--- src/inc/supervision_timer_defs.vh ---
`ifndef SUPERVISION_TIMER_DEFS_VH
`define SUPERVISION_TIMER_DEFS_VH

// ----------------------------------------------------------------------------
// Service key and spans
// ----------------------------------------------------------------------------
`define SERVICE_KEY     8'hA5
`define SPAN_BASE       17'h00008
`define SPAN_SEL_MAX    4'hB

// ----------------------------------------------------------------------------
// Reset values: selects at power-on, enable and window enable at system reset
// ----------------------------------------------------------------------------
`define RST_PERIOD_SEL  4'hB
`define RST_WINDOW_SEL  4'hB
`define RST_EW_SEL      4'hA
`define RST_ENABLE      1'h0
`define RST_WEN         1'h0

`endif

--- src/verilog/windowed_supervision_timer.v ---
`timescale 1ns/10ps
`include "supervision_timer_defs.vh"

module windowed_supervision_timer #(
  parameter CNT_W = 17,
  parameter SEL_W = 4
) (
  // Clock and resets
  input  wire             I_CLK,
  input  wire             I_NRST,
  input  wire             I_NPOR,
  // Counter clock from the low-power oscillator
  input  wire             I_CNT_CLK,
  // Control writes
  input  wire             I_CTRL_WR,
  input  wire             I_CTRL_ENABLE,
  input  wire             I_CTRL_WEN,
  input  wire             I_CTRL_PERSIST,
  // Configuration writes
  input  wire             I_CFG_WR,
  input  wire [SEL_W-1:0] I_CFG_PERIOD,
  input  wire [SEL_W-1:0] I_CFG_WINDOW,
  input  wire [SEL_W-1:0] I_CFG_EW_OFFSET,
  // Interrupt enable and flag
  input  wire             I_IEN_SET,
  input  wire             I_IEN_CLR,
  input  wire             I_FLAG_CLR,
  // Service writes
  input  wire             I_CLEAR_WR,
  input  wire [7:0]       I_CLEAR_DATA,
  // Protection and debug
  input  wire             I_GUARD_WP,
  input  wire             I_DBG_HALT,
  input  wire             I_DBG_RUN,
  input  wire             I_EXT_DBG,
  // Power management
  input  wire             I_PM_BUS_CLK_WR,
  input  wire             I_PM_BUS_CLK_VAL,
  // Outputs
  output wire             O_SYS_RST,
  output wire             O_IRQ,
  output wire             O_WAKE,
  output wire             O_EW_FLAG,
  output wire             O_RUNNING,
  output wire             O_BUS_CLK_EN,
  output wire [CNT_W-1:0] O_COUNT
);

  // --------------------------------------------------------------------------
  // Span decode
  // --------------------------------------------------------------------------
  function [CNT_W-1:0] span;
    input [SEL_W-1:0] sel;
    begin
      // Selects above the top span saturate rather than wrap to a short span
      case (sel)
        4'h0:    span = `SPAN_BASE;
        4'h1:    span = `SPAN_BASE << 4'h1;
        4'h2:    span = `SPAN_BASE << 4'h2;
        4'h3:    span = `SPAN_BASE << 4'h3;
        4'h4:    span = `SPAN_BASE << 4'h4;
        4'h5:    span = `SPAN_BASE << 4'h5;
        4'h6:    span = `SPAN_BASE << 4'h6;
        4'h7:    span = `SPAN_BASE << 4'h7;
        4'h8:    span = `SPAN_BASE << 4'h8;
        4'h9:    span = `SPAN_BASE << 4'h9;
        4'hA:    span = `SPAN_BASE << 4'hA;
        4'hB:    span = `SPAN_BASE << 4'hB;
        default: span = `SPAN_BASE << `SPAN_SEL_MAX;
      endcase
    end
  endfunction

  reg              tick_s1_q;
  reg              tick_s2_q;
  reg              tick_s3_q;
  reg              enable_q;
  reg              wen_q;
  reg              persist_q;
  reg              ew_en_q;
  reg              flag_q;
  reg              rst_q;
  reg              bus_clk_q;
  reg  [SEL_W-1:0] per_sel_q;
  reg  [SEL_W-1:0] win_sel_q;
  reg  [SEL_W-1:0] ew_sel_q;
  reg  [CNT_W-1:0] cnt_q;
  reg  [CNT_W-1:0] cnt_d;
  reg              rst_d;

  wire             tick;
  wire             wr_ok;
  wire             running;
  wire             counting;
  wire [CNT_W-1:0] closed;
  wire [CNT_W-1:0] total;
  wire [CNT_W-1:0] ew_point;
  wire [CNT_W-1:0] cnt_nx;
  wire [CNT_W:0]   total_sum;
  wire [CNT_W:0]   cnt_sum;
  wire             service;
  wire             bad_service;
  wire             timeout;
  wire             ew_hit;

  // --------------------------------------------------------------------------
  // Counter clock crossing
  // --------------------------------------------------------------------------
  // The oscillator is slow, so a rising-edge detect after two stages never misses a tick
  always @(posedge I_CLK)
  begin
    if (!I_NRST)
    begin
      tick_s1_q <= 1'h0;
      tick_s2_q <= 1'h0;
      tick_s3_q <= 1'h0;
    end
    else
    begin
      tick_s1_q <= I_CNT_CLK;
      tick_s2_q <= tick_s1_q;
      tick_s3_q <= tick_s2_q;
    end
  end

  assign tick = tick_s2_q & ~tick_s3_q;

  // --------------------------------------------------------------------------
  // Write qualification
  // --------------------------------------------------------------------------
  assign wr_ok = bus_clk_q & (~I_GUARD_WP | I_DBG_HALT | I_EXT_DBG);

  // Bus clock is on out of reset and only the power manager changes it
  always @(posedge I_CLK)
  begin
    if (!I_NRST)
    begin
      bus_clk_q <= 1'h1;
    end
    else if (I_PM_BUS_CLK_WR)
    begin
      bus_clk_q <= I_PM_BUS_CLK_VAL;
    end
  end

  // --------------------------------------------------------------------------
  // Control and configuration
  // --------------------------------------------------------------------------
  // Persistence and timing setup survive a system reset; only power-on clears them
  always @(posedge I_CLK)
  begin
    if (!I_NPOR)
    begin
      persist_q <= 1'h0;
      per_sel_q <= `RST_PERIOD_SEL;
      win_sel_q <= `RST_WINDOW_SEL;
      ew_sel_q  <= `RST_EW_SEL;
    end
    else
    begin
      if (I_CTRL_WR && wr_ok && !enable_q && !persist_q && I_CTRL_PERSIST)
      begin
        persist_q <= 1'h1;
      end
      if (I_CFG_WR && wr_ok && !enable_q && !persist_q)
      begin
        per_sel_q <= I_CFG_PERIOD;
        win_sel_q <= I_CFG_WINDOW;
        ew_sel_q  <= I_CFG_EW_OFFSET;
      end
    end
  end

  always @(posedge I_CLK)
  begin
    if (!I_NRST)
    begin
      enable_q <= `RST_ENABLE;
      wen_q    <= `RST_WEN;
      ew_en_q  <= 1'h0;
    end
    else
    begin
      if (I_CTRL_WR && wr_ok)
      begin
        // Disabling is refused while persistent run is set
        if (!persist_q)
        begin
          enable_q <= I_CTRL_ENABLE;
        end
        if (!enable_q && !persist_q)
        begin
          wen_q <= I_CTRL_WEN;
        end
      end
      if (I_IEN_SET && wr_ok)
      begin
        ew_en_q <= 1'h1;
      end
      else if (I_IEN_CLR && wr_ok)
      begin
        ew_en_q <= 1'h0;
      end
    end
  end

  // --------------------------------------------------------------------------
  // Counter
  // --------------------------------------------------------------------------
  assign running  = enable_q | persist_q;
  // Sleep state is not an input at all, so counting carries on through it
  assign counting = running & (~I_DBG_HALT | I_DBG_RUN);
  assign closed   = wen_q ? span(win_sel_q) : {CNT_W{1'b0}};
  // Largest pair of spans still fits CNT_W, so the dropped carry is always zero
  assign total_sum = {1'h0, closed} + {1'h0, span(per_sel_q)};
  assign total     = total_sum[CNT_W-1:0];
  assign ew_point  = wen_q ? closed : span(ew_sel_q);
  assign cnt_sum   = {1'h0, cnt_q} + {{CNT_W{1'b0}}, 1'b1};
  assign cnt_nx    = cnt_sum[CNT_W-1:0];

  // Service writes are not gated by debug halt: software may still service
  assign service     = I_CLEAR_WR & wr_ok & running;
  assign bad_service = service & ((I_CLEAR_DATA != `SERVICE_KEY) | (cnt_q < closed));
  assign timeout     = counting & tick & (cnt_nx >= total);
  assign ew_hit      = counting & tick & (cnt_nx == ew_point);

  always @*
  begin
    cnt_d = cnt_q;
    rst_d = 1'b0;
    if (!running)
    begin
      cnt_d = {CNT_W{1'b0}};
    end
    else if (bad_service || timeout)
    begin
      cnt_d = {CNT_W{1'b0}};
      rst_d = 1'b1;
    end
    else if (service)
    begin
      cnt_d = {CNT_W{1'b0}};
    end
    else if (counting && tick)
    begin
      cnt_d = cnt_nx;
    end
  end

  always @(posedge I_CLK)
  begin
    if (!I_NRST)
      cnt_q <= {CNT_W{1'b0}};
    else
      cnt_q <= cnt_d;
  end

  // --------------------------------------------------------------------------
  // Reset request
  // --------------------------------------------------------------------------
  // Registered so the request is a clean one-cycle pulse with no glitches
  always @(posedge I_CLK)
  begin
    if (!I_NRST)
      rst_q <= 1'h0;
    else
      rst_q <= rst_d;
  end

  // --------------------------------------------------------------------------
  // Early warning flag
  // --------------------------------------------------------------------------
  // The flag is set regardless of enable; a new event beats a clear in the same cycle
  always @(posedge I_CLK)
  begin
    if (!I_NRST)
    begin
      flag_q <= 1'h0;
    end
    else if (ew_hit && !service)
    begin
      flag_q <= 1'h1;
    end
    else if (I_FLAG_CLR && bus_clk_q)
    begin
      flag_q <= 1'h0;
    end
  end

  // --------------------------------------------------------------------------
  // Outputs
  // --------------------------------------------------------------------------
  assign O_SYS_RST    = rst_q;
  assign O_IRQ        = flag_q & ew_en_q;
  assign O_WAKE       = flag_q & ew_en_q;
  assign O_EW_FLAG    = flag_q;
  assign O_RUNNING    = running;
  assign O_BUS_CLK_EN = bus_clk_q;
  assign O_COUNT      = cnt_q;

endmodule // windowed_supervision_timer

--- config.mk ---
export PLATFORM = sky130hd
export DESIGN_NAME = windowed_supervision_timer
export DESIGN_NICKNAME = d
export VERILOG_FILES = /design/src/verilog/windowed_supervision_timer.v
export VERILOG_INCLUDE_DIRS = /design/src /design/src/inc
export SDC_FILE = /design/constraint.sdc
export NUM_CORES = 1
export LEC_CHECK = 0
export ABC_AREA = 1
export BUFFER_PORTS_ARGS = -buffer_cell sky130_fd_sc_hd__buf_2
export CAP_MARGIN = 10
export CORE_MARGIN = 4
export CORE_UTILIZATION = 58
export DETAILED_ROUTE_END_ITERATION = 12
export PLACE_DENSITY = 0.8
export SLEW_MARGIN = 20
export SYNTH_ARGS = -nofsm -noshare
export SYNTH_HDL_FRONTEND = slang
export SYNTH_SLANG_ARGS = --single-unit
--- constraint.sdc ---
create_clock -name I_CLK -period 4.1 [get_ports I_CLK]
set_input_delay 0.41 -clock I_CLK [delete_from_list [all_inputs] [get_ports I_CLK]]
set_output_delay 0.41 -clock I_CLK [all_outputs]
set_load 0.03 [all_outputs]
==> metrics.md, run 1 <==
| Metric | Value |
|---|---|
| R2r worst-path depth | 24 |
| DRC viols | 0 |
| Global-route wire length before repair | 18.3 mm |
| CTS Sinks | 75 |
| Most common cell on crit path | nand2_1 |
| Largest net degree at the start of global routing | 19 |
| Mapped Nets | 729 |
| Met1 WL | 4.73 mm |
| CP Data Required Time | 4.39 ns |
| Maximum vdd drop | 0.263 mV |
| Io pins | 62 |
| DPL Wire Length | 8.94 mm |
| Mean Syn Cell Area | 6.81 um^2 |
| Layout area overhead | 13.5% |
| Num CTS Buffers | 9 |
| Max Clk Rate | 267 MHz |
| Flip-flop and latch area | 0.00150 mm^2 |
| First-pass DRT Iterations | 6 |
| Critical path class | reg2reg |
| Cell Pwr Density | 331 mW/mm^2 |
| Via count | 4355 |
| Final slew viol count | 0 |
| Drt initial violations | 348 |
| Crit end category | register |
| Sequential power share | 46.7% |
| Max-cap violations | 0 |
| Core Region | 0.00733 mm^2 |
| Metal3 WL | 762 um |
| Hold bufs inserted after CTS | 0 |
| Pleak | 0.00265 uW |
| Final min period | 3.75 ns |
| Grt total ovfl | 0 |
| Initial Util | 60.5% |
| Antenna violations before repair | 0 |
| Sw Pwr | 468 uW |
| Hold Worst Slack | 0.234 ns |
| Crit-path cells | nand2_1 -> inv_1 -> ha_1 -> inv_1 -> fa_1 -> o21ai_0 -> nand2_1 -> nand2_1 -> a21oi_1 -> o21ai_0 -> a21oi_1 -> xor2_1 -> ha_1 -> nand2_1 -> inv_1 -> nand4_1 -> nor2_1 -> nand4_1 -> nand3_1 -> nor2_1 -> nand2_1 -> nand2_2 -> nand3_4 -> nor2_1 |
| Internal power | 1200 uW |
| Crit-path max FO | 17 |
| Antenna viol nets, final | 0 |
| Status | finished clean |
| HP Class | in2reg |
| Synth area leaders | dfxtp_1 34%, nand2_1 16%, ha_1 11% |
| Hold path cells | 3 |
| Met2 WL post-DR | 5.40 mm |
| # H-tree levels | 3 |
| Number of synthesized register bits | 75 |
| Vias per cell | 5.32 |
| Combinational Power Share | 14.1% |
| Setup TNS | 0 ns |
| Nets | 793 |
| Top routing layer in use | met4 |
| Ys async rst share | 0% |
| Die area | 0.00911 mm^2 |
| Filler Cell Count | 627 |
| CTS tree | yes |
| Resized cells post-CTS | 0 |
| EDFF count, synth | 0 |
| Final hold vios | 0 |
| Clk slew on worst S/H paths | 0.09 ns |
| Switching Share | 28.1% |
| Footprint of the multi-input gates | 0.00255 mm^2 |
| Final Non-Filler Cells | 819 |
| CP max-delay cell | fa_1 |
| Vias in the first global route | 3999 |
| Register area share after synthesis | 33.9% |
| Synth Flop Type | dfxtp_1 |
| CTS root buf | clkbuf_8 |
| Critical Path Source Type | register |
| Synth warn | 0 |
| Post-Syn Area | 0.00443 mm^2 |
| CTS max path bufs | 2 |
| Placed Instances | 803 |
| Setup bufs post-CTS | 0 |
| Clk pwr share | 39.2% |
| Routed wire length | 11.4 mm |
| Slew HR | 56.2% |
| Cells after Synth | 651 |
| Tcrit/Tclk final | 91.5% |
| Post-synth top cells | 189 x nand2_1, 95 x nor2_1, 85 x inv_1 |
| Crit path DAT | 4.04 ns |
| Count leader, synth | nand2_1 |
| Post-Route Skew | 0.0129 ns |
| Share of layout cells above drive strength 1 | 13.2% |
| Clk Latency, worst-skew pair | 0.36 ns |
| Slew @ Worst Pin | 0.656 ns |
| Netlist cell types | 39 |
| Routed WL per cell | 13.9 um |
| Synth top area share | 33.9% |
| Final Power | 1670 uW |
| Routability cong. | 1.01 |
| Tot GR Track Use | 26.1% |
| Die Height | 95.4 um |
| Count of port buffers added during placement | 61 |
| Ant diodes | 0 |
| Setup violations, final | 0 |
| Die Span X | 95.4 um |
| Critical path's largest stage delay | 0.39 ns |
| Dominant cell type by area after synthesis | dfxtp_1 |
| Row Count | 31 |
| RSZ-0062 raised after global routing | no |
| Final Util | 68.7% |
==> worst max-delay path: cells and delay by family, from the launching register on <==
| kind | cells | cell delay, ns |
|---|---|---|
| AO/OA/AOI/OAI | 4 | 0.83 |
| XOR/XNOR | 1 | 0.16 |
| adder cells (fa/ha/maj) | 3 | 0.88 |
| buffers and inverters | 3 | 0.19 |
| flip-flops | 1 | 0.34 |
| AND/OR/NAND/NOR | 13 | 1.29 |
==> power by group through the flow <==
stage	sequential, uW	combinational (uW)	clock (uW)
global route	782	269	687
floorplan	793	171	0
finish	779	235	654
CTS	779	233	657
detailed placement	796	230	0
global placement	795	223	0
==> cell families (layout without fill, tap and decap cells) <==
family,after synthesis,count (layout),synth area share [%]
simple gates,347,347,32.7
fa+ha+maj,39,39,11.2
mux,2,2,0.451
compound gates,73,73,9.00
buf+inv,95,164,8.58
flops,75,75,33.9
xor+xnor,20,20,4.26
==> metrics by stage <==
stage	setup WS, ns	instance area, um^2
after floorplan	0.730	4430
after global placement	0.526	4810
after detailed placement	0.379	4810
after CTS	0.368	5030
after global routing	0.0683	5030
final	0.348	5030
==> final cells by class <==
type | instances | area share [%]
multi-input combinational | 481 | 50.7
timing repair buffer | 62 | 6.21
inverter | 86 | 6.41
clock inverter | 6 | 1.86
tap | 99 | 2.46
sequential | 75 | 29.8
clock buffer | 10 | 2.53
==> layer usage <==
| metal | vias up | global-route usage [%] |
|---|---|---|
| met5 | - | 0 |
| li1 | 2195 | - |
| met1 | 1936 | 31.5 |
| met3 | 40 | 4.42 |
| met4 | 0 | 13.3 |
| met2 | 184 | 44.6 |
==> placed cells by master, fill, tap and decap left out, types with 3 or more instances in the layout <==
| master | count |
|---|---|
| a21oi_1 | 33 |
| inv_1 | 85 |
| inv_6 | 3 |
| xor2_1 | 13 |
| nor2_1 | 95 |
| nand3_1 | 27 |
| dfxtp_1 | 75 |
| buf_2 | 61 |
| nor2_2 | 9 |
| nor3_1 | 8 |
| nand2_1 | 189 |
| o21ai_0 | 27 |
| nand4_1 | 8 |
| clkbuf_8 | 9 |
| xnor2_1 | 6 |
| ha_1 | 38 |
==> final timing paths <==
| check | start | to | slack, ns |
|---|---|---|---|
| max | wen_q$_SDFFE_PN0P_ | O_COUNT[1]$_SDFFE_PP0P_ | 0.35 |
| min | I_CNT_CLK | tick_s1_q$_SDFF_PN0_ | 0.23 |
| max reg2reg | wen_q$_SDFFE_PN0P_ | O_COUNT[1]$_SDFFE_PP0P_ | 0.35 |
| min reg2reg | tick_s1_q$_SDFF_PN0_ | tick_s2_q$_SDFF_PN0_ | 0.43 |
Power figures use the tool's default switching activity.
==> inputs of run 2 (changes only) <==
--- a/config.mk
+++ b/config.mk
@@ -9,7 +9,7 @@
 export ABC_AREA = 1
 export BUFFER_PORTS_ARGS = -buffer_cell sky130_fd_sc_hd__buf_2
 export CAP_MARGIN = 10
-export CORE_MARGIN = 4
+export CORE_MARGIN = 2
 export CORE_UTILIZATION = 58
 export DETAILED_ROUTE_END_ITERATION = 12
 export PLACE_DENSITY = 0.8
==> metrics.md, run 2 (same netlist as run 1, synthesis figures left out) <==
| Metric | Value |
|---|---|
| Slew @ Worst Pin | 0.657 ns |
| Highest-count cells in the layout ignoring fill and taps | 189 x nand2_1, 95 x nor2_1, 85 x inv_1, 75 x dfxtp_1, 61 x buf_2 |
| HP Class | in2reg |
| Num CTS Buffers | 9 |
| HP Start | I_CNT_CLK |
| Crit end category | register |
| Setup violations, final | 0 |
| Final Power | 1560 uW |
| # H-tree levels | 3 |
| Hold path cells | 3 |
| Pleak | 0.00264 uW |
| Worst Setup SP | wen_q$_SDFFE_PN0P_ |
| Maximum vdd drop | 0.282 mV |
| Routed WL per cell | 13.9 um |
| Max-cap violations | 0 |
| CTS max path bufs | 2 |
| Setup bufs post-CTS | 0 |
| Most common cell after layout, fill and taps aside | nand2_1 |
| Routability cong. | 0.953 |
| Clk pwr share | 34.9% |
| Die Height | 91.4 um |
| Internal power | 1090 uW |
| Count of port buffers added during placement | 61 |
| Final Non-Filler Cells | 819 |
| Setup TNS | 0 ns |
| R2r worst-path depth | 24 |
| Switching Share | 30.4% |
| Final hold vios | 0 |
| Row Count | 31 |
| CTS tree | yes |
| Layout area overhead | 12.8% |
| Antenna violations before repair | 0 |
| Critical path class | reg2reg |
| CTS Sinks | 75 |
| Ant diodes | 0 |
| Sequential power share | 50.0% |
| CP Data Required Time | 4.38 ns |
| Combinational Power Share | 15.0% |
| Sw Pwr | 473 uW |
| Post-Route Skew | 0.0147 ns |
| Via count | 4253 |
| Final min period | 3.61 ns |
| Tcrit/Tclk final | 88.1% |
| First-pass DRT Iterations | 4 |
| Status | finished clean |
| Core Region | 0.00733 mm^2 |
| Grt total ovfl | 0 |
| Nets | 793 |
| Die area | 0.00836 mm^2 |
| DPL Wire Length | 9.26 mm |
| Crit-path max FO | 17 |
| Die Span X | 91.4 um |
| Vias in the first global route | 3961 |
| Clk Latency, worst-skew pair | 0.36 ns |
| Largest net degree at the start of global routing | 19 |
| Routed wire length | 11.4 mm |
| Drt initial violations | 204 |
| Global-route wire length before repair | 18.7 mm |
| Initial Util | 60.5% |
| Crit path DAT | 3.90 ns |
| Clk slew on worst S/H paths | 0.09 ns |
| Placed Instances | 803 |
| DRC viols | 0 |
| Share of layout cells above drive strength 1 | 13.3% |
| Slew HR | 56.1% |
| Cell Pwr Density | 312 mW/mm^2 |
| Vias per cell | 5.19 |
| Reg-to-reg critical path startpoint | wen_q$_SDFFE_PN0P_ |
| Max Clk Rate | 277 MHz |
| Critical Path Source Type | register |
| Tot GR Track Use | 28.4% |
| CTS root buf | clkbuf_8 |
| RSZ-0062 raised after global routing | no |
| Io pins | 62 |
| Final slew viol count | 0 |
| Antenna viol nets, final | 0 |
run 2: changes by cell type in the layout (fill, tap and decap cells not counted):
cell	before	now
bufinv_16	2	0
inv_8	0	2
o21ai_0	27	25
o21ai_1	0	2
clkbuf_1	1	0
clkinv_4	0	1
run 2: final cells by class:
class	count	area [um^2]
multi-input combinational	481	2550
sequential	75	1500
timing repair buffer	62	313
fill	679	2330
inverter	86	323
tap	99	124
clock inverter	7	65.1
clock buffer	9	124
run 2: power groups by stage:
stage | registers, uW | logic [uW] | clock network, uW
finish | 780 | 235 | 545
global route | 784 | 270 | 585
CTS | 780 | 233 | 554
detailed placement | 797 | 231 | 0
global placement | 795 | 226 | 0
floorplan | 793 | 171 | 0
run 2: critical path, stage by stage, from the launching register on:
cell and delay (ns):
dfxtp_1 0.34, nand2_1 0.07, inv_1 0.08, ha_1 0.21, inv_1 0.07, fa_1 0.41, o21ai_1 0.26, nand2_1 0.09
nand2_1 0.07, a21oi_1 0.09, o21ai_1 0.22, a21oi_1 0.11, xor2_1 0.16, ha_1 0.27, nand2_1 0.06, inv_1 0.05
nand4_1 0.08, nor2_1 0.05, nand4_1 0.06, nand3_1 0.07, nor2_1 0.10, nand2_1 0.11, nand2_2 0.10, nand3_4 0.24
nor2_1 0.17
run 2: what timing repair did:
action	in CTS	in global routing
endpoints found under the hold margin	0	0
gates resized for setup	0	2
hold buffers	0	0
endpoints found under the setup margin	0	18
run 2: worst paths after layout:
path | slack, ns | to
hold reg to reg | 0.42 | tick_s2_q$_SDFF_PN0_
hold / removal | 0.24 | tick_s1_q$_SDFF_PN0_
setup reg to reg | 0.49 | O_COUNT[5]$_SDFFE_PP0P_
setup / recovery | 0.49 | O_COUNT[5]$_SDFFE_PP0P_
run 2: through the flow:
stage	instance area, um^2	util, %	hold WS (ns)	setup slack [ns]
2_1_floorplan	4430	-	0.390	0.730
3_3_place_gp	4810	65.7	0.395	0.485
3_5_place_dp	4810	65.7	0.404	0.320
4_1_cts	5000	68.2	0.216	0.281
5_1_grt	5000	68.2	0.237	0.0244
6_report	5000	68.2	0.238	0.489
run 2: routing by layer:
metal,share of wire (%),up-vias,global-route usage (%)
met5,0,-,0
met4,3.1,0,12.5
met3,4.4,27,4.65
met2,48,109,48.4
met1,44,1933,35.1
li1,-,2184,-
